--- src/hw/asc_pkg.sv ---
/*
 * Package for the single- and scan-mode converter sequencer: register offsets,
 * field positions, reset values and sizing constants.
 * Assumes a 32-bit APB with word-aligned byte addresses.
 */
package asc_pkg;
    // Converter geometry
    localparam int RES_BITS     = 10;
    localparam int NUM_CH       = 8;
    localparam int CH_BITS      = 3;
    localparam int SAMPLE_CYC   = 4;

    // Register byte offsets
    localparam logic [7:0] OFS_CSR      = 8'h00;
    localparam logic [7:0] OFS_DATA0    = 8'h10;
    localparam logic [7:0] OFS_IRQ_STAT = 8'h40;
    localparam logic [7:0] OFS_IRQ_CLR  = 8'h44;
    localparam logic [7:0] OFS_IRQ_EN   = 8'h48;

    // converter_control_status_reg fields
    localparam int CSR_START    = 0;
    localparam int CSR_SCAN     = 1;
    localparam int CSR_CH_LO    = 2;
    localparam int CSR_TMR_EN   = 5;
    localparam int CSR_EXT_EN   = 6;
    localparam int CSR_BUSY     = 7;

    // Interrupt status/clear/enable field
    localparam int IRQ_END      = 0;

    // Reset values and the mid-scale first trial code
    localparam logic [7:0]          CSR_RST   = 8'h00;
    localparam logic [RES_BITS-1:0] DATA_RST  = 10'h000;
    localparam logic [RES_BITS-1:0] DAC_MID   = 10'h200;

    typedef enum logic [1:0] {
        SAR_IDLE,
        SAR_SAMPLE,
        SAR_CONV
    } asc_sar_state_type;
endpackage

--- src/hw/asc_sar_core.sv ---
/*
 * Successive-approximation engine: sample phase, then one trial bit per
 * clock from the MSB down. Assumes an external DAC and comparator where
 * cmp_in is high when the held input is at or above dac_code.
 */
`timescale 1ns/1ps
`default_nettype none
module asc_sar_core
    import asc_pkg::*;
#(
    parameter int SAMPLE_LEN = SAMPLE_CYC
) (
    input  wire logic                clk,
    input  wire logic                arst_n,
    input  wire logic                start,
    input  wire logic                abort,
    input  wire logic                cmp_in,
    output logic                     busy,
    output logic                     done,
    output logic                     hold,
    output logic [RES_BITS-1:0]      dac_code,
    output logic [RES_BITS-1:0]      result
);
    localparam int LAT = SAMPLE_LEN + 11;

    asc_sar_state_type         state_q;
    logic [3:0]                cnt_q;
    logic [RES_BITS-1:0]       dac_q;
    logic [RES_BITS-1:0]       res_q;
    logic                      done_q;

    // Keep or drop the bit under trial, then arm the next lower bit
    wire [RES_BITS-1:0] trial_bit = RES_BITS'(1) << cnt_q;
    wire [RES_BITS-1:0] kept      = cmp_in ? dac_q : (dac_q & ~trial_bit);
    wire [RES_BITS-1:0] next_try  = kept | (trial_bit >> 1);

    // Sequencer; abort returns to idle with no result
    always_ff @(posedge clk or negedge arst_n) begin
        if (!arst_n) begin
            state_q <= SAR_IDLE;
            cnt_q   <= 4'h0;
            dac_q   <= DATA_RST;
            res_q   <= DATA_RST;
            done_q  <= 1'b0;
        end else begin
            done_q <= 1'b0;
            case (state_q)
                SAR_IDLE: begin
                    if (start && !abort) begin
                        state_q <= SAR_SAMPLE;
                        cnt_q   <= 4'(SAMPLE_LEN - 1);
                    end
                end
                SAR_SAMPLE: begin
                    if (abort) begin
                        state_q <= SAR_IDLE;
                    end else if (cnt_q == 4'h0) begin
                        state_q <= SAR_CONV;
                        cnt_q   <= 4'(RES_BITS - 1);
                        dac_q   <= DAC_MID;
                    end else begin
                        cnt_q <= cnt_q - 4'h1;
                    end
                end
                SAR_CONV: begin
                    if (abort) begin
                        state_q <= SAR_IDLE;
                    end else if (cnt_q == 4'h0) begin
                        res_q   <= kept;
                        done_q  <= 1'b1;
                        state_q <= SAR_IDLE;
                    end else begin
                        dac_q <= next_try;
                        cnt_q <= cnt_q - 4'h1;
                    end
                end
                default: state_q <= SAR_IDLE;
            endcase
        end
    end

    assign busy     = (state_q != SAR_IDLE);
    assign done     = done_q;
    assign hold     = (state_q == SAR_CONV);
    assign dac_code = dac_q;
    assign result   = res_q;

    // Ten trials after the sample phase, never more
    a_sar_latency: assert property (@(posedge clk) disable iff (!arst_n || abort)
        (start && state_q == SAR_IDLE) |-> ##LAT done_q)
        else $error("conversion did not end after sample plus ten trials");
endmodule // asc_sar_core
`default_nettype wire

--- src/hw/asc_ctrl.sv ---
/*
 * Single- and scan-mode converter control: APB register file, start bit with its
 * three sources, per-channel result registers, end flag and interrupt.
 * Assumes APB master timing and a synchronous timer and external trigger.
 */
// The address map and the APB interface to the registers were left to the implementer.
`timescale 1ns/1ps
`default_nettype none
module asc_ctrl
    import asc_pkg::*;
#(
    parameter int SAMPLE_LEN = SAMPLE_CYC
) (
    input  wire logic                clk,
    input  wire logic                arst_n,
    input  wire logic                psel,
    input  wire logic                penable,
    input  wire logic                pwrite,
    input  wire logic [7:0]          paddr,
    input  wire logic [31:0]         pwdata,
    output logic [31:0]              prdata,
    output logic                     pready,
    output logic                     pslverr,
    input  wire logic                timer_trig,
    input  wire logic                ext_trig,
    input  wire logic                cmp_in,
    output logic [RES_BITS-1:0]      dac_code,
    output logic [CH_BITS-1:0]       chan_sel,
    output logic                     sample_hold,
    output logic                     conversion_end_interrupt
);
    // Data register index from a byte address inside the data window
    function automatic logic [CH_BITS-1:0] data_idx(input logic [7:0] a);
        data_idx = CH_BITS'((a - OFS_DATA0) >> 2);
    endfunction

    logic                      start_q;
    logic                      scan_q;
    logic [CH_BITS-1:0]        ch_q;
    logic                      tmr_en_q;
    logic                      ext_en_q;
    logic                      flag_q;
    logic                      irq_en_q;
    logic                      irq_q;
    logic                      launch_q;
    logic [CH_BITS-1:0]        conv_ch_q;
    logic [CH_BITS-1:0]        scan_ch_q;
    logic [RES_BITS-1:0]       data_q [NUM_CH];
    logic                      pready_q;
    logic                      pslverr_q;
    logic [31:0]               prdata_q;
    logic                      hold_q;
    logic                      core_busy;
    logic                      core_done;
    logic                      core_hold;
    logic [RES_BITS-1:0]       core_dac;
    logic [RES_BITS-1:0]       core_res;

    // APB decode; the access edge is the one where pready is seen high
    wire       acc      = psel && penable && pready_q;
    wire       wr       = acc && pwrite;
    // Setup cycle of a transfer, shared by the response logic and checks
    wire       setup    = psel && !penable;
    wire       hit_csr  = (paddr == OFS_CSR);
    wire       hit_data = (paddr >= OFS_DATA0) && (paddr < OFS_DATA0 + 8'(4 * NUM_CH))
                          && (paddr[1:0] == 2'b00);
    wire       hit_stat = (paddr == OFS_IRQ_STAT);
    wire       hit_clr  = (paddr == OFS_IRQ_CLR);
    wire       hit_en   = (paddr == OFS_IRQ_EN);
    wire       mapped   = hit_csr || hit_data || hit_stat || hit_clr || hit_en;
    wire       wr_csr   = wr && hit_csr;
    wire       wr_clr   = wr && hit_clr && pwdata[IRQ_END];
    wire       wr_en    = wr && hit_en;

    // Start sources; a trigger while a conversion runs is absorbed
    wire       hw_trig   = (timer_trig && tmr_en_q) || (ext_trig && ext_en_q);
    wire       start_set = (wr_csr && pwdata[CSR_START]) || hw_trig;
    wire       start_clr = (wr_csr && !pwdata[CSR_START])
                           || (core_done && !scan_q);
    // Set wins over any clear arriving in the same cycle
    wire       start_d   = start_set || (start_q && !start_clr);
    wire       abort     = start_q && !start_d && core_busy;
    wire       launch    = start_q && start_d && !core_busy && !launch_q && !core_done;
    wire [CH_BITS-1:0] launch_ch = scan_q ? scan_ch_q : ch_q;

    // End flag and interrupt; an end event beats a clear in the same cycle
    wire       flag_d    = core_done || (flag_q && !wr_clr);
    wire       irq_en_d  = wr_en ? pwdata[IRQ_END] : irq_en_q;
    wire       irq_d     = flag_d && irq_en_d;

    // Read mux
    wire [7:0] csr_view  = {core_busy, ext_en_q, tmr_en_q, ch_q, scan_q, start_q};
    wire [31:0] rd_mux   = hit_csr  ? {24'h00_0000, csr_view} :
                           hit_data ? {22'h00_0000, data_q[data_idx(paddr)]} :
                           hit_stat ? {31'h0000_0000, flag_q} :
                           hit_en   ? {31'h0000_0000, irq_en_q} :
                                      32'h0000_0000;

    // Bus response: no wait states, data and error ready with pready
    always_ff @(posedge clk or negedge arst_n) begin
        if (!arst_n) begin
            pready_q  <= 1'b0;
            pslverr_q <= 1'b0;
            prdata_q  <= 32'h0000_0000;
        end else begin
            pready_q  <= setup && !pready_q;
            pslverr_q <= setup && !mapped;
            prdata_q  <= (setup && !pwrite) ? rd_mux : 32'h0000_0000;
        end
    end

    // Control/status fields. Mode and channel are taken as written;
    // software is expected to stop the converter first.
    always_ff @(posedge clk or negedge arst_n) begin
        if (!arst_n) begin
            start_q  <= CSR_RST[CSR_START];
            scan_q   <= CSR_RST[CSR_SCAN];
            ch_q     <= CSR_RST[CSR_CH_LO +: CH_BITS];
            tmr_en_q <= CSR_RST[CSR_TMR_EN];
            ext_en_q <= CSR_RST[CSR_EXT_EN];
        end else begin
            start_q <= start_d;
            if (wr_csr) begin
                scan_q   <= pwdata[CSR_SCAN];
                ch_q     <= pwdata[CSR_CH_LO +: CH_BITS];
                tmr_en_q <= pwdata[CSR_TMR_EN];
                ext_en_q <= pwdata[CSR_EXT_EN];
            end
        end
    end

    // Channel latched at launch so a late write cannot misroute a result
    always_ff @(posedge clk or negedge arst_n) begin
        if (!arst_n) begin
            launch_q  <= 1'b0;
            conv_ch_q <= '0;
            scan_ch_q <= '0;
        end else begin
            launch_q <= launch;
            if (launch) begin
                conv_ch_q <= launch_ch;
            end
            if (!start_q) begin
                scan_ch_q <= '0;
            end else if (core_done && scan_q) begin
                scan_ch_q <= (scan_ch_q >= ch_q) ? '0 : scan_ch_q + 1'b1;
            end
        end
    end

    // Per-channel result registers
    always_ff @(posedge clk or negedge arst_n) begin
        if (!arst_n) begin
            for (int i = 0; i < NUM_CH; i++) begin
                data_q[i] <= DATA_RST;
            end
        end else if (core_done) begin
            data_q[conv_ch_q] <= core_res;
        end
    end

    // Flag, enable and interrupt line
    always_ff @(posedge clk or negedge arst_n) begin
        if (!arst_n) begin
            flag_q   <= 1'b0;
            irq_en_q <= 1'b0;
            irq_q    <= 1'b0;
        end else begin
            flag_q   <= flag_d;
            irq_en_q <= irq_en_d;
            irq_q    <= irq_d;
        end
    end

    // Hold pin registered for a clean edge. The trial code is not: the
    // comparator must judge the code under trial, not the one before it.
    always_ff @(posedge clk or negedge arst_n) begin
        if (!arst_n) begin
            hold_q <= 1'b0;
        end else begin
            hold_q <= core_hold;
        end
    end

    asc_sar_core #(
        .SAMPLE_LEN (SAMPLE_LEN)
    ) u_core (
        .clk      (clk),
        .arst_n   (arst_n),
        .start    (launch),
        .abort    (abort),
        .cmp_in   (cmp_in),
        .busy     (core_busy),
        .done     (core_done),
        .hold     (core_hold),
        .dac_code (core_dac),
        .result   (core_res)
    );

    assign prdata                   = prdata_q;
    assign pready                   = pready_q;
    assign pslverr                  = pslverr_q;
    assign dac_code                 = core_dac;
    assign chan_sel                 = conv_ch_q;
    assign sample_hold              = hold_q;
    assign conversion_end_interrupt = irq_q;

    // Checks
    a_apb_wait_one: assert property (@(posedge clk) disable iff (!arst_n)
        (psel && !penable) |=> pready_q)
        else $error("pready not given one cycle after setup");
    a_start_launches: assert property (@(posedge clk) disable iff (!arst_n)
        ($rose(start_q) && !core_busy && start_d) |-> ##[0:2] core_busy)
        else $error("start bit did not begin a conversion");
    a_result_stored: assert property (@(posedge clk) disable iff (!arst_n)
        core_done |=> (data_q[$past(conv_ch_q)] == $past(core_res)))
        else $error("result not written to the converted channel");
    a_end_flag_set: assert property (@(posedge clk) disable iff (!arst_n)
        core_done |=> flag_q)
        else $error("end flag not set on completion");
    a_irq_follows: assert property (@(posedge clk) disable iff (!arst_n)
        conversion_end_interrupt == (flag_q && irq_en_q))
        else $error("interrupt does not match flag and enable");
    a_start_clears: assert property (@(posedge clk) disable iff (!arst_n)
        (core_done && !scan_q && !start_set) |=> !start_q)
        else $error("start bit not cleared at end of single conversion");
    a_start_held: assert property (@(posedge clk) disable iff (!arst_n)
        (core_busy && !launch_q && !core_done) |-> start_q)
        else $error("start bit low while converting");
    a_single_once: assert property (@(posedge clk) disable iff (!arst_n)
        (core_done && !scan_q && !start_set) |=> !core_busy [*2])
        else $error("single mode converted again without a start");

    // Bus response shape
    a_ready_pulse: assert property (@(posedge clk) disable iff (!arst_n)
        pready_q |=> !pready_q)
        else $error("pready held for more than one cycle");
    a_ready_after_setup: assert property (@(posedge clk) disable iff (!arst_n)
        pready_q |-> $past(setup))
        else $error("pready without a setup cycle before it");
    a_err_with_ready: assert property (@(posedge clk) disable iff (!arst_n)
        pslverr_q |-> pready_q)
        else $error("pslverr outside the access cycle");
    a_rdata_idle_zero: assert property (@(posedge clk) disable iff (!arst_n)
        !pready_q |-> (prdata_q == 32'h0000_0000))
        else $error("read data not zero outside the access cycle");

    // Start bit sources and launch
    a_start_by_write: assert property (@(posedge clk) disable iff (!arst_n)
        (wr_csr && pwdata[CSR_START]) |=> start_q)
        else $error("software write did not set the start bit");
    a_start_by_timer: assert property (@(posedge clk) disable iff (!arst_n)
        (timer_trig && tmr_en_q) |=> start_q)
        else $error("timer trigger did not set the start bit");
    a_start_by_pin: assert property (@(posedge clk) disable iff (!arst_n)
        (ext_trig && ext_en_q) |=> start_q)
        else $error("external trigger did not set the start bit");
    a_start_no_source: assert property (@(posedge clk) disable iff (!arst_n)
        (!start_q && !start_set) |=> !start_q)
        else $error("start bit set with no source");
    a_launch_busy: assert property (@(posedge clk) disable iff (!arst_n)
        launch |=> core_busy)
        else $error("launch did not start the engine");
    a_abort_idle: assert property (@(posedge clk) disable iff (!arst_n)
        abort |=> (!core_busy && !start_q))
        else $error("abort did not stop the engine");

    // Results, flag and interrupt
    a_abort_no_end: assert property (@(posedge clk) disable iff (!arst_n)
        abort |=> !core_done)
        else $error("aborted conversion reported an end");
    a_flag_sticky: assert property (@(posedge clk) disable iff (!arst_n)
        (flag_q && !wr_clr) |=> flag_q)
        else $error("end flag dropped without a clear");
    a_flag_cleared: assert property (@(posedge clk) disable iff (!arst_n)
        (wr_clr && !core_done) |=> !flag_q)
        else $error("end flag not cleared by the clear register");
    a_irq_on_done: assert property (@(posedge clk) disable iff (!arst_n)
        (core_done && irq_en_d) |=> conversion_end_interrupt)
        else $error("enabled completion raised no interrupt");
    a_chan_fixed: assert property (@(posedge clk) disable iff (!arst_n)
        (core_busy && !core_done) |=> $stable(conv_ch_q))
        else $error("channel changed during a conversion");

    // Engine-facing pins
    a_first_trial_mid: assert property (@(posedge clk) disable iff (!arst_n)
        $rose(core_hold) |-> (core_dac == DAC_MID))
        else $error("first trial code is not mid-scale");
    a_hold_follows: assert property (@(posedge clk) disable iff (!arst_n)
        sample_hold == $past(core_hold))
        else $error("hold pin does not follow the trial phase");
    a_done_after_busy: assert property (@(posedge clk) disable iff (!arst_n)
        core_done |-> $past(core_busy))
        else $error("end reported without a conversion");

    c_single_done: cover property (@(posedge clk) disable iff (!arst_n)
        core_done && !scan_q);
    c_scan_wrap: cover property (@(posedge clk) disable iff (!arst_n)
        core_done && scan_q && (scan_ch_q == ch_q));
    c_irq_rise: cover property (@(posedge clk) disable iff (!arst_n)
        $rose(conversion_end_interrupt));
    c_abort: cover property (@(posedge clk) disable iff (!arst_n) abort);
endmodule // asc_ctrl
`default_nettype wire

--- config.mk ---
export PLATFORM = sky130hd
export DESIGN_NAME = asc_ctrl
export DESIGN_NICKNAME = d
export VERILOG_FILES = /design/src/hw/asc_pkg.sv /design/src/hw/asc_sar_core.sv /design/src/hw/asc_ctrl.sv
export SDC_FILE = /design/constraint.sdc
export NUM_CORES = 1
export LEC_CHECK = 0
export ABC_AREA = 1
export BUFFER_PORTS_ARGS = -buffer_cell sky130_fd_sc_hd__buf_4
export CAP_MARGIN = 20
export CORE_ASPECT_RATIO = 2
export CORE_MARGIN = 2
export CORE_UTILIZATION = 58
export DETAILED_ROUTE_END_ITERATION = 6
export PLACE_DENSITY = 0.83
export SLEW_MARGIN = 30
export SYNTH_ARGS = -nofsm -noshare
export SYNTH_HDL_FRONTEND = slang
export SYNTH_HIERARCHICAL = 1
export SYNTH_SLANG_ARGS = --single-unit
export TNS_END_PERCENT = 50
--- constraint.sdc ---
create_clock -name clk -period 2.75 [get_ports clk]
set_input_delay 0.1375 -clock clk [delete_from_list [all_inputs] [get_ports clk]]
set_output_delay 0.1375 -clock clk [all_outputs]
set_load 0.05 [all_outputs]
; After elaboration in Yosys (flattened, before gate mapping)
; Index checks and enable logic that the tools add are counted.
[classes]
add_sub_neg = 3
magnitude_cmp = 6
eq_ne = 13
shift = 1
n_mux = 37
bitwise_logic = 6
reduce_logical = 63
[op_table]
columns = cell, count
row1 = 10-bit two-way mux, 11
row2 = 80-bit bitwise mux, 1
row3 = 10-bit binary-select mux with 3-bit select, 1
row4 = 10-bit demux with 3-bit select, 1
row5 = 1-bit logical AND, 30
row6 = "8-bit by 7-bit equality test with 1-bit output, second input constant", 3
row7 = 4-bit two-way mux, 5
row8 = 10-bit one-hot mux with 2 select lines, 1
row9 = 1-bit logical NOT, 13
row10 = 3-bit two-way mux, 4
row11 = 4-bit one-hot mux with 3 select lines, 1
row12 = 10-bit AND, 1
row13 = 2-bit two-way mux, 5
row14 = 10-bit inverter, 1
row15 = 10-bit by 9-bit OR with 10-bit output, 1
row16 = 5-bit AND reduction, 2
row17 = "1-bit by 4-bit << shifter with 10-bit output, first input constant", 1
row18 = 1-bit logical OR, 9
row19 = "4-bit greater-or-equal comparator, second input constant", 2
row20 = "8-bit by 5-bit greater-or-equal comparator with 1-bit output, second input constant", 1
row21 = 8-bit logical NOT, 1
row22 = "8-bit by 6-bit < comparator with 1-bit output, second input constant", 1
row23 = 3-bit inverter with 4-bit output, 2
row24 = 1-bit two-way mux, 6
row25 = other kinds (17), 25
[word_totals]
ff_bits = 137
in_bits = 48
out_inout_bits = 49
word_cells = 157

; Logic depth before layout (Yosys ltp)
; Gate-level depths: netlist of run 1.
[logic_depth]
depth_word = 16
ltp_mapped = 15
depth_no_buf = 14

; Cells and area by module
; Netlist of run 1, hierarchy kept.
[modules_own_cells]
columns = mod, n_inst, cells_per_inst, area_per_inst_um2, seq_area_each_um2
row1 = asc_ctrl, 1, 650, 5265.0, 2752.6
row2 = asc_sar_core, 1, 193, 1619.1, 675.6

; Least setup slack after synthesis of run 1
; OpenSTA, ideal clock, no wires.
[synth_timing]
path_type = flip-flop to flip-flop
from = reg pready_q (netlist: pready)
to = reg u_core.cnt_q[0]
setup_ps = 129
arrival_time_ps = 2106
t_required_ps = 2621
setup_slack_ps = 515
stages_incl_launch_ff = 14
period_less_slack_ps = 2235
cell_sequence = dfrtp_1 -> nand2_1 -> nor2_2 -> nand2_4 -> nand2_2 -> nand3_4 -> nor2_1 -> inv_1 -> nand2_1 -> nand2_1 -> nand2_1 -> nor2_2 -> nand2_1 -> o21ai_0
[synth_via]
elab_chain_len = 15
word_cells_on_any_way = 23
cone_classes = eq/ne: 3 / reduce/logical: 20
[synth_rtl]
columns = item, line
row1 = start: declaration, asc_ctrl.sv:49  ; logic pready_q;
row2 = start signal: assignment, asc_ctrl.sv:106  ; pready_q <= setup && !pready_q;
row3 = 1-bit logical AND (*), asc_ctrl.sv:60  ; wire acc = psel && penable && pready_q;
row4 = 1-bit logical AND (*), asc_ctrl.sv:61  ; wire wr = acc && pwrite;
row5 = 1-bit logical AND (*), asc_ctrl.sv:71  ; wire wr_csr = wr && hit_csr;
row6 = 1-bit logical AND, asc_ctrl.sv:78  ; wire start_clr = (wr_csr && !pwdata[CSR_START])
row7 = 1-bit logical OR, asc_ctrl.sv:79  ; || (core_done && !scan_q);
row8 = 1-bit logical NOT, asc_ctrl.sv:81  ; wire start_d = start_set || (start_q && !start_clr);
row9 = 1-bit logical AND, asc_ctrl.sv:81
row10 = 1-bit logical OR (*), asc_ctrl.sv:81
row11 = via start_d, asc_ctrl.sv:81
row12 = 1-bit logical NOT (*), asc_ctrl.sv:82  ; wire abort = start_q && !start_d && core_busy;
row13 = 1-bit logical AND (*) (2 in series), asc_ctrl.sv:82
row14 = via abort, asc_ctrl.sv:82
row15 = 1-bit logical NOT, asc_sar_core.sv:49  ; if (start && !abort) begin
row16 = 1-bit logical AND, asc_sar_core.sv:49
row17 = 2-bit by 1-bit inequality test with 1-bit output (no line), --
row18 = 5-bit AND reduction (no line) (*), --
row19 = end signal: assignment, asc_sar_core.sv:51  ; cnt_q <= 4'(SAMPLE_LEN - 1);
row20 = end signal: assignment, asc_sar_core.sv:59  ; cnt_q <= 4'(RES_BITS - 1);
row21 = end signal: assignment, asc_sar_core.sv:62  ; cnt_q <= cnt_q - 4'h1;
row22 = end: declaration, asc_sar_core.sv:27  ; logic [3:0] cnt_q;
; Mark *: on every way through the listed nets, which the timed path passes. The rest lies on a longest branch.
; A chain may end at the register's enable or synchronous reset.

; Final worst setup path of run 1
[layout_timing]
from = reg u_core.state_q[0]
to = reg u_core.cnt_q[3]
[layout_via]
elab_chain_len = 8
word_cells_on_any_way = 18
cone_classes = eq/ne: 6 / mux: 1 / reduce/logical: 11
[layout_rtl]
columns = item, line
row1 = start: declaration, asc_sar_core.sv:26  ; asc_sar_state_type state_q;
row2 = start signal: assignment, asc_sar_core.sv:40  ; state_q <= SAR_IDLE;
row3 = start signal: assignment, asc_sar_core.sv:50  ; state_q <= SAR_SAMPLE;
row4 = start signal: assignment, asc_sar_core.sv:56  ; state_q <= SAR_IDLE;
row5 = 2-bit nonzero test, asc_sar_core.sv:82  ; assign busy = (state_q != SAR_IDLE);
row6 = via core_busy, asc_ctrl.sv:53  ; logic core_busy;
row7 = 1-bit logical NOT, asc_ctrl.sv:83  ; wire launch = start_q && start_d && !core_busy && !launch_q && !core_done;
row8 = 1-bit logical AND (3 in series), asc_ctrl.sv:83
row9 = via launch, asc_ctrl.sv:83
row10 = 1-bit logical AND, asc_sar_core.sv:49
row11 = 2-bit by 1-bit inequality test with 1-bit output (no line), --
row12 = 5-bit AND reduction (no line), --
; The timed path passes the listed nets, and every way through them passes these cells.

==> metrics.cfg, run 1 <==
[run_status]
status = finished clean

[sta]
hold_ws_ns = 0.0106
setup_viol = 0
max_freq_ghz = 0.428
tightest_slew_ns = 0.827
fin_crit_sh = 0.850
finClkSkew_ns = 0.00690
rsz0062_at_grt = false
fin_crit_ns = 2.34
drv_slew = 0
slew-limit-headroom = 0.447
setup_tns_ns = 0
hold_viol_final = 0

[global_routing]
grt_busiest_layer = met2
grt_pass1_vias = 5669
grt_max_degree = 80
grt_util_met3 = 0.0570
grtUsageMet1 = 0.311
antenna_found_initial = 0
grt-ovfl-total = 0
use_met2 = 0.522
grt_use_total = 0.290
grt_pass1_wl_mm = 27.8

[floorplan]
die_w_um = 81.0
fp.coreArea_mm2 = 0.0116
die-area_mm2 = 0.0128
die_y_um = 158
initial_core_util = 0.592
num_rows = 56
num_io_pins = 97

[critical_path]
crit_fanout = 5
cp-start-kind = register
rr_endpoint = u_core/cnt_q[3]$_DFFE_PN0P_
reg2reg_depth = 12
critical_path_class = register to register
critPathLaunch = u_core/state_q[0]$_DFFE_PN0P_
rr_startpoint = u_core/state_q[0]$_DFFE_PN0P_
cp.required_ns = 3.11
end_kind = register
cp_data_arrival_time_ns = 2.69
r2r_slack_ns = 0.41

[placed_design]
routabilityCongestion = 0.868
dp_hpwl_mm = 10.9
io_buffer_count = 49

[logic_synthesis]
syn-cell-area_mm2 = 0.00688
synth_fa_ha_area_frac = 0.0254
synthXorXnorAreaFrac = 0
synth_cell_types = 35
avgSynthCellArea_um2 = 8.17
yosysWarnings = 6
synth_cells = 843
yosys_register_bits = 137
muxShareOfSynthArea = 0.00654
synth_top_family_by_area = simple AND/OR/NAND/NOR gates
synthSimpleGateAreaFrac = 0.252
seq_area_frac_synth = 0.498
synth_compound_area_frac = 0.122

[drt]
wirelength_mm = 17.5
first_pass_iters = 6
vias = 5919
route.detailed.drc = 0
ant_nets = 0
routed_via_density = 5.66
wire_per_inst_um = 16.7
first_iter_violations = 535

[layout]
layout_common_cells = nand2_1, dfrtp_1, o21ai_0
syn_to_final_growth_pct = 14.3
antenna_cells = 0
layout-drive-gt1-share = 0.144
nNetsFinal = 950
layout_commonest_cell = nand2_1

[hold_path]
hold_class = input pin to register
min_path_cells = 4
hold_end = prdata[0]$_DFF_PN0_
hold_start = pwrite

[cts]
cts_tree = yes
post-cts-setup-buffers = 0
cts-hold-fix-buffers = 8
clk_transition_reported_paths_ns = 0.06
cts_buffers = 17
clk_path_buf_depth = 2
post_cts_resized = 0
h-tree-depth = 4
clkSinkCount = 137
cts_root_buffer = clkbuf_16
clock_latency_ns = 0.42

[job]
maxCapViolCount = 0

[power]
power_density_mw_per_mm2 = 768
vdd_ir_drop_max_mv = 0.821
leakage_nw = 3.87

worst max-delay path, stage by stage (launching register included):
cell	delay, ns
dfrtp_1	0.41
inv_1	0.12
ha_1	0.18
inv_1	0.08
nor4_2	0.52
nand2_4	0.12
inv_2	0.07
nand2_1	0.05
nand2_1	0.10
nand2_1	0.14
nor2_2	0.24
nand3_1	0.16
nand2_1	0.08
metrics by stage:
step	cells	power (mW)	utilization	setup slack, ns	area (um^2)
floorplan	864	3.46	-	0.515	6960
global placement	1006	3.78	0.621	0.407	7220
detailed placement	1006	3.81	0.621	0.395	7220
CTS	1046	6.01	0.677	0.441	7870
global route	1046	6.29	0.677	0.229	7870
finish	1046	6.04	0.677	0.412	7870
kinds of logic after synthesis:
logic type | count (synthesis)
adder cells (fa/ha/maj) | 14
flip-flops | 137
other | 1
AND/OR/NAND/NOR | 395
buffers and inverters | 139
AO/OA/AOI/OAI | 153
multiplexers | 4
worst max-delay path by stage:
stage	endpoint	cells after the start
floorplan	u_core/cnt_q[0]$_DFFE_PN0P_	13
global placement	u_core/dac_code[6]$_DFFE_PN0P_	13
detailed placement	u_core/dac_code[8]$_DFFE_PN0P_	13
CTS	u_core/dac_code[0]$_DFFE_PN0P_	11
global route	u_core/dac_code[9]$_DFFE_PN0P_	11
finish	u_core/cnt_q[3]$_DFFE_PN0P_	12
cell type report:
cell class | instances | area, um^2
Fill cell | 956 | 3760
Sequential cell | 137 | 3430
Multi-Input combinational cell | 588 | 2880
Timing Repair Buffer | 64 | 517
Clock buffer | 23 | 468
Inverter | 80 | 300
Tap cell | 145 | 181
Clock inverter | 9 | 97.6
synth_stat cells:
library cell	count	area [um^2]
inv_1	75	282
a21oi_1	29	145
o21ai_0	90	450
nor2_4	1	11.3
nand3_4	2	35.0
clkbuf_1	23	86.3
mux2_1	4	45.0
or2_2	8	50.1
nand2_2	3	18.8
inv_2	3	11.3
a31oi_1	1	6.26
buf_2	7	35.0
nor2_2	4	25.0
nand3_1	63	315
buf_4	23	173
o21ai_2	16	140
clkinv_1	2	7.51
nand2_1	259	972
dfrtp_1	137	3430
nor3b_1	1	7.51
o21bai_1	1	7.51
o211ai_1	1	7.51
buf_6	6	67.6
a22o_1	1	8.76
o21ai_1	13	65.1
nand4_1	5	31.3
conb_1	1	3.75
nand2_4	4	45.0
nor4_2	1	12.5
ha_1	14	175
nor2_8	2	40.0
a211oi_1	1	7.51
nor3_1	3	15.0
nor2_1	38	143
nand3_2	1	10.0
registers in the layout, indices dropped and copies added (netlist names), 2 cells and up:
| name | flops |
|---|---|
| data_q | 80 |
| prdata | 10 |
| u_core/dac_code | 10 |
| u_core/result | 10 |
| u_core/cnt_q | 4 |
| ch_q | 3 |
| chan_sel | 3 |
| scan_ch_q | 3 |
| u_core/state_q | 2 |
power by group:
part / switching [mW] / total, mW / internal (mW)
Sequential: 0.167 / 2.32 / 2.15
Combinational: 1.08 / 1.50 / 0.422
Clock: 0.845 / 2.22 / 1.37
Total: 2.09 / 6.04 / 3.95
per-layer routing:
layer	share of wire	vias up
li1	-	2741
met1	0.35	2846
met2	0.54	258
met3	0.058	74
met4	0.054	0
met5	0	-
No activity file was read; power rests on OpenSTA's default activity.
==> inputs of run 2 (changes only) <==
--- a/config.mk
+++ b/config.mk
@@ -6,7 +6,7 @@
 export NUM_CORES = 1
 export LEC_CHECK = 0
 export ABC_AREA = 1
-export BUFFER_PORTS_ARGS = -buffer_cell sky130_fd_sc_hd__buf_4
+export BUFFER_PORTS_ARGS = -buffer_cell sky130_fd_sc_hd__buf_2
 export CAP_MARGIN = 20
 export CORE_ASPECT_RATIO = 2
 export CORE_MARGIN = 2
==> constraint.sdc (replaced) <==
create_clock -name clk -period 2.75 [get_ports clk]
set_input_delay 0.1375 -clock clk [delete_from_list [all_inputs] [get_ports clk]]
set_output_delay 0.1375 -clock clk [all_outputs]
set_load 0.01 [all_outputs]
==> metrics.cfg, run 2 (same netlist as run 1, synthesis figures left out) <==
[critical_path]
cp_data_arrival_time_ns = 2.54  ; -0.15 ns
cp.required_ns = 3.03  ; -0.08 ns
crit_fanout = 5  ; unchanged
crit_slowest_cell = nor4_2
critPathTopFamily = simple AND/OR/NAND/NOR gates
max_stage_delay_ns = 0.50  ; -0.02 ns
path_buf_inv = 3  ; unchanged
crit_chain = inv_1 > ha_1 > inv_1 > nor4_2 > nand2_4 > inv_2 > nand2_1 > nand2_1 > nand2_1 > nor2_2 > o21ai_0
cp-start-kind = register
end_kind = register
critical_path_class = register to register
crit_path_frequent_cell = nand2_1

[cts]
clock_latency_ns = 0.42  ; about the same
cts_buffers = 17  ; unchanged
h-tree-depth = 4  ; unchanged
clkSinkCount = 137  ; unchanged
clk_path_buf_depth = 2  ; unchanged
clk_transition_reported_paths_ns = 0.06  ; about the same
cts_root_buffer = clkbuf_16
post_cts_resized = 0  ; unchanged
cts_tree = yes

[drt]
wirelength_mm = 17.0  ; -2.8%
ant_nets = 0  ; unchanged
first_iter_violations = 574  ; +7.3%
routed_via_density = 5.55  ; -1.8%
first_pass_iters = 6  ; unchanged
vias = 5832  ; -1.5%
route.detailed.drc = 0  ; unchanged
wire_per_inst_um = 16.2  ; -3.2%

[layout]
fillCellCount = 962  ; +0.63%
layout_common_cells = nand2_1, dfrtp_1, o21ai_0
layout_commonest_cell = nand2_1
syn_to_final_growth_pct = 13.8
largest_reg_flops = 80  ; unchanged
layout-drive-gt1-share = 0.152  ; +0.00726
top_register = data_q
nNetsFinal = 953  ; +0.32%

[power]
sw_frac_of_total = 0.322  ; -0.0245
p_sw_mw = 1.93  ; -7.7%
seqPwrFrac = 0.386  ; +0.002
leakage_nw = 3.88  ; +0.37%
vdd_ir_drop_max_mv = 0.624  ; -24%
internal_power_mw = 4.07  ; +3.0%
power_density_mw_per_mm2 = 766  ; -0.27%
p_clk_frac = 0.397  ; +0.030
pwr-share-comb = 0.217  ; -0.032

[floorplan]
die_y_um = 158  ; unchanged
initial_core_util = 0.592  ; unchanged
die-area_mm2 = 0.0128  ; unchanged
fp.coreArea_mm2 = 0.0116  ; unchanged
num_io_pins = 97  ; unchanged
num_rows = 56  ; unchanged
die_w_um = 81.0  ; unchanged

[job]
maxCapViolCount = 0  ; unchanged

[sta]
fin_crit_sh = 0.822  ; -0.0277
slew-limit-headroom = 0.441  ; -0.00610
hold_viol_final = 0  ; unchanged
drv_slew = 0  ; unchanged
setup_viol = 0  ; unchanged
setup_tns_ns = 0  ; unchanged
tightest_slew_ns = 0.836  ; +0.00913 ns
fin_crit_ns = 2.26  ; -0.0763 ns
rsz0062_at_grt = false
finClkSkew_ns = 0.00680  ; -0.000101 ns
hold_ws_ns = 0.0316  ; +0.0210 ns
max_freq_ghz = 0.442  ; +3.4%

[run_status]
status = finished clean

[placed_design]
routabilityCongestion = 0.861  ; -0.85%
dp_hpwl_mm = 10.9  ; +0.43%
io_buffer_count = 49  ; unchanged

[hold_path]
hold_class = input pin to register

[global_routing]
grt_max_degree = 59  ; -26%
grt_use_total = 0.287  ; -0.00346
grt_pass1_vias = 5643  ; -0.46%
grt_pass1_wl_mm = 27.5  ; -1.0%
antenna_found_initial = 0  ; unchanged
grt-ovfl-total = 0  ; unchanged

[run 2: worst reg2reg max path, delay by kind of cell (launching register included)]
kind | cells | cell delay [ns]
simple gates | 6 | 1.13
buf+inv | 3 | 0.29
fa+ha+maj | 1 | 0.19
compound gates | 1 | 0.11
flops | 1 | 0.42
[run 2: path summary, 6_finish.rpt]
| kind | cells past startpoint | start | endpoint | slack, ns |
|---|---|---|---|---|
| setup / recovery | 11 | u_core/state_q[0]$_DFFE_PN0P_ | u_core/cnt_q[0]$_DFFE_PN0P_ | 0.49 |
| hold reg to reg | 1 | pready$_DFF_PN0_ | pready$_DFF_PN0_ | 0.45 |
| max in group asynchronous | 3 | arst_n | data_q[46]$_DFFE_PN0P_ | 1.69 |
| setup reg to reg | 11 | u_core/state_q[0]$_DFFE_PN0P_ | u_core/cnt_q[0]$_DFFE_PN0P_ | 0.49 |
| min in group asynchronous | 2 | arst_n | data_q[14]$_DFFE_PN0P_ | 0.25 |
| hold / removal | 3 | pwdata[0] | irq_en_q$_DFF_PN0_ | 0.03 |
[run 2: per-layer routing]
layer  global-route usage  share of wire  up-vias
met3               0.0490          0.053       59
met5                    0              0        -
met4                0.190          0.061        0
li1                     -              -     2754
met2                0.493           0.53      245
met1                0.317           0.35     2774
[run 2: final cells by class]
cell class	count	area, um^2	share of cell area
Sequential cell	137	3430	0.438
Clock inverter	11	144	0.0184
Multi-Input combinational cell	588	2880	0.367
Inverter	80	300	0.0383
Timing Repair Buffer	67	419	0.0535
Antenna cell	1	2.50	0.000319
Clock buffer	21	480	0.0613
Tap cell	145	181	0.0232
[run 2: power by group through the flow]
stage	combinational [mW]	clock, mW	sequential, mW
3_5_place_dp	1.27	0	2.35
4_1_cts	1.29	2.38	2.31
2_1_floorplan	1.01	0	2.30
5_1_grt	1.47	2.47	2.33
3_3_place_gp	1.24	0	2.34
6_report	1.30	2.38	2.31
[run 2: stage by stage]
step | worst slack [ns] | area (um^2) | power (mW) | utilization | cells
floorplan | 0.811 | 6960 | 3.30 | - | 864
global placement | 0.579 | 7130 | 3.57 | 0.613 | 1009
detailed placement | 0.530 | 7130 | 3.61 | 0.613 | 1009
CTS | 0.490 | 7830 | 5.98 | 0.673 | 1049
global route | 0.235 | 7830 | 6.27 | 0.673 | 1049
finish | 0.488 | 7830 | 6.00 | 0.674 | 1050
[run 2: timing repair]
item	4_1_cts	5_1_grt
setup buffers	0	0
endpoints found under the hold margin	63	0
hold buffers	8	0
setup endpoints to repair	0	0
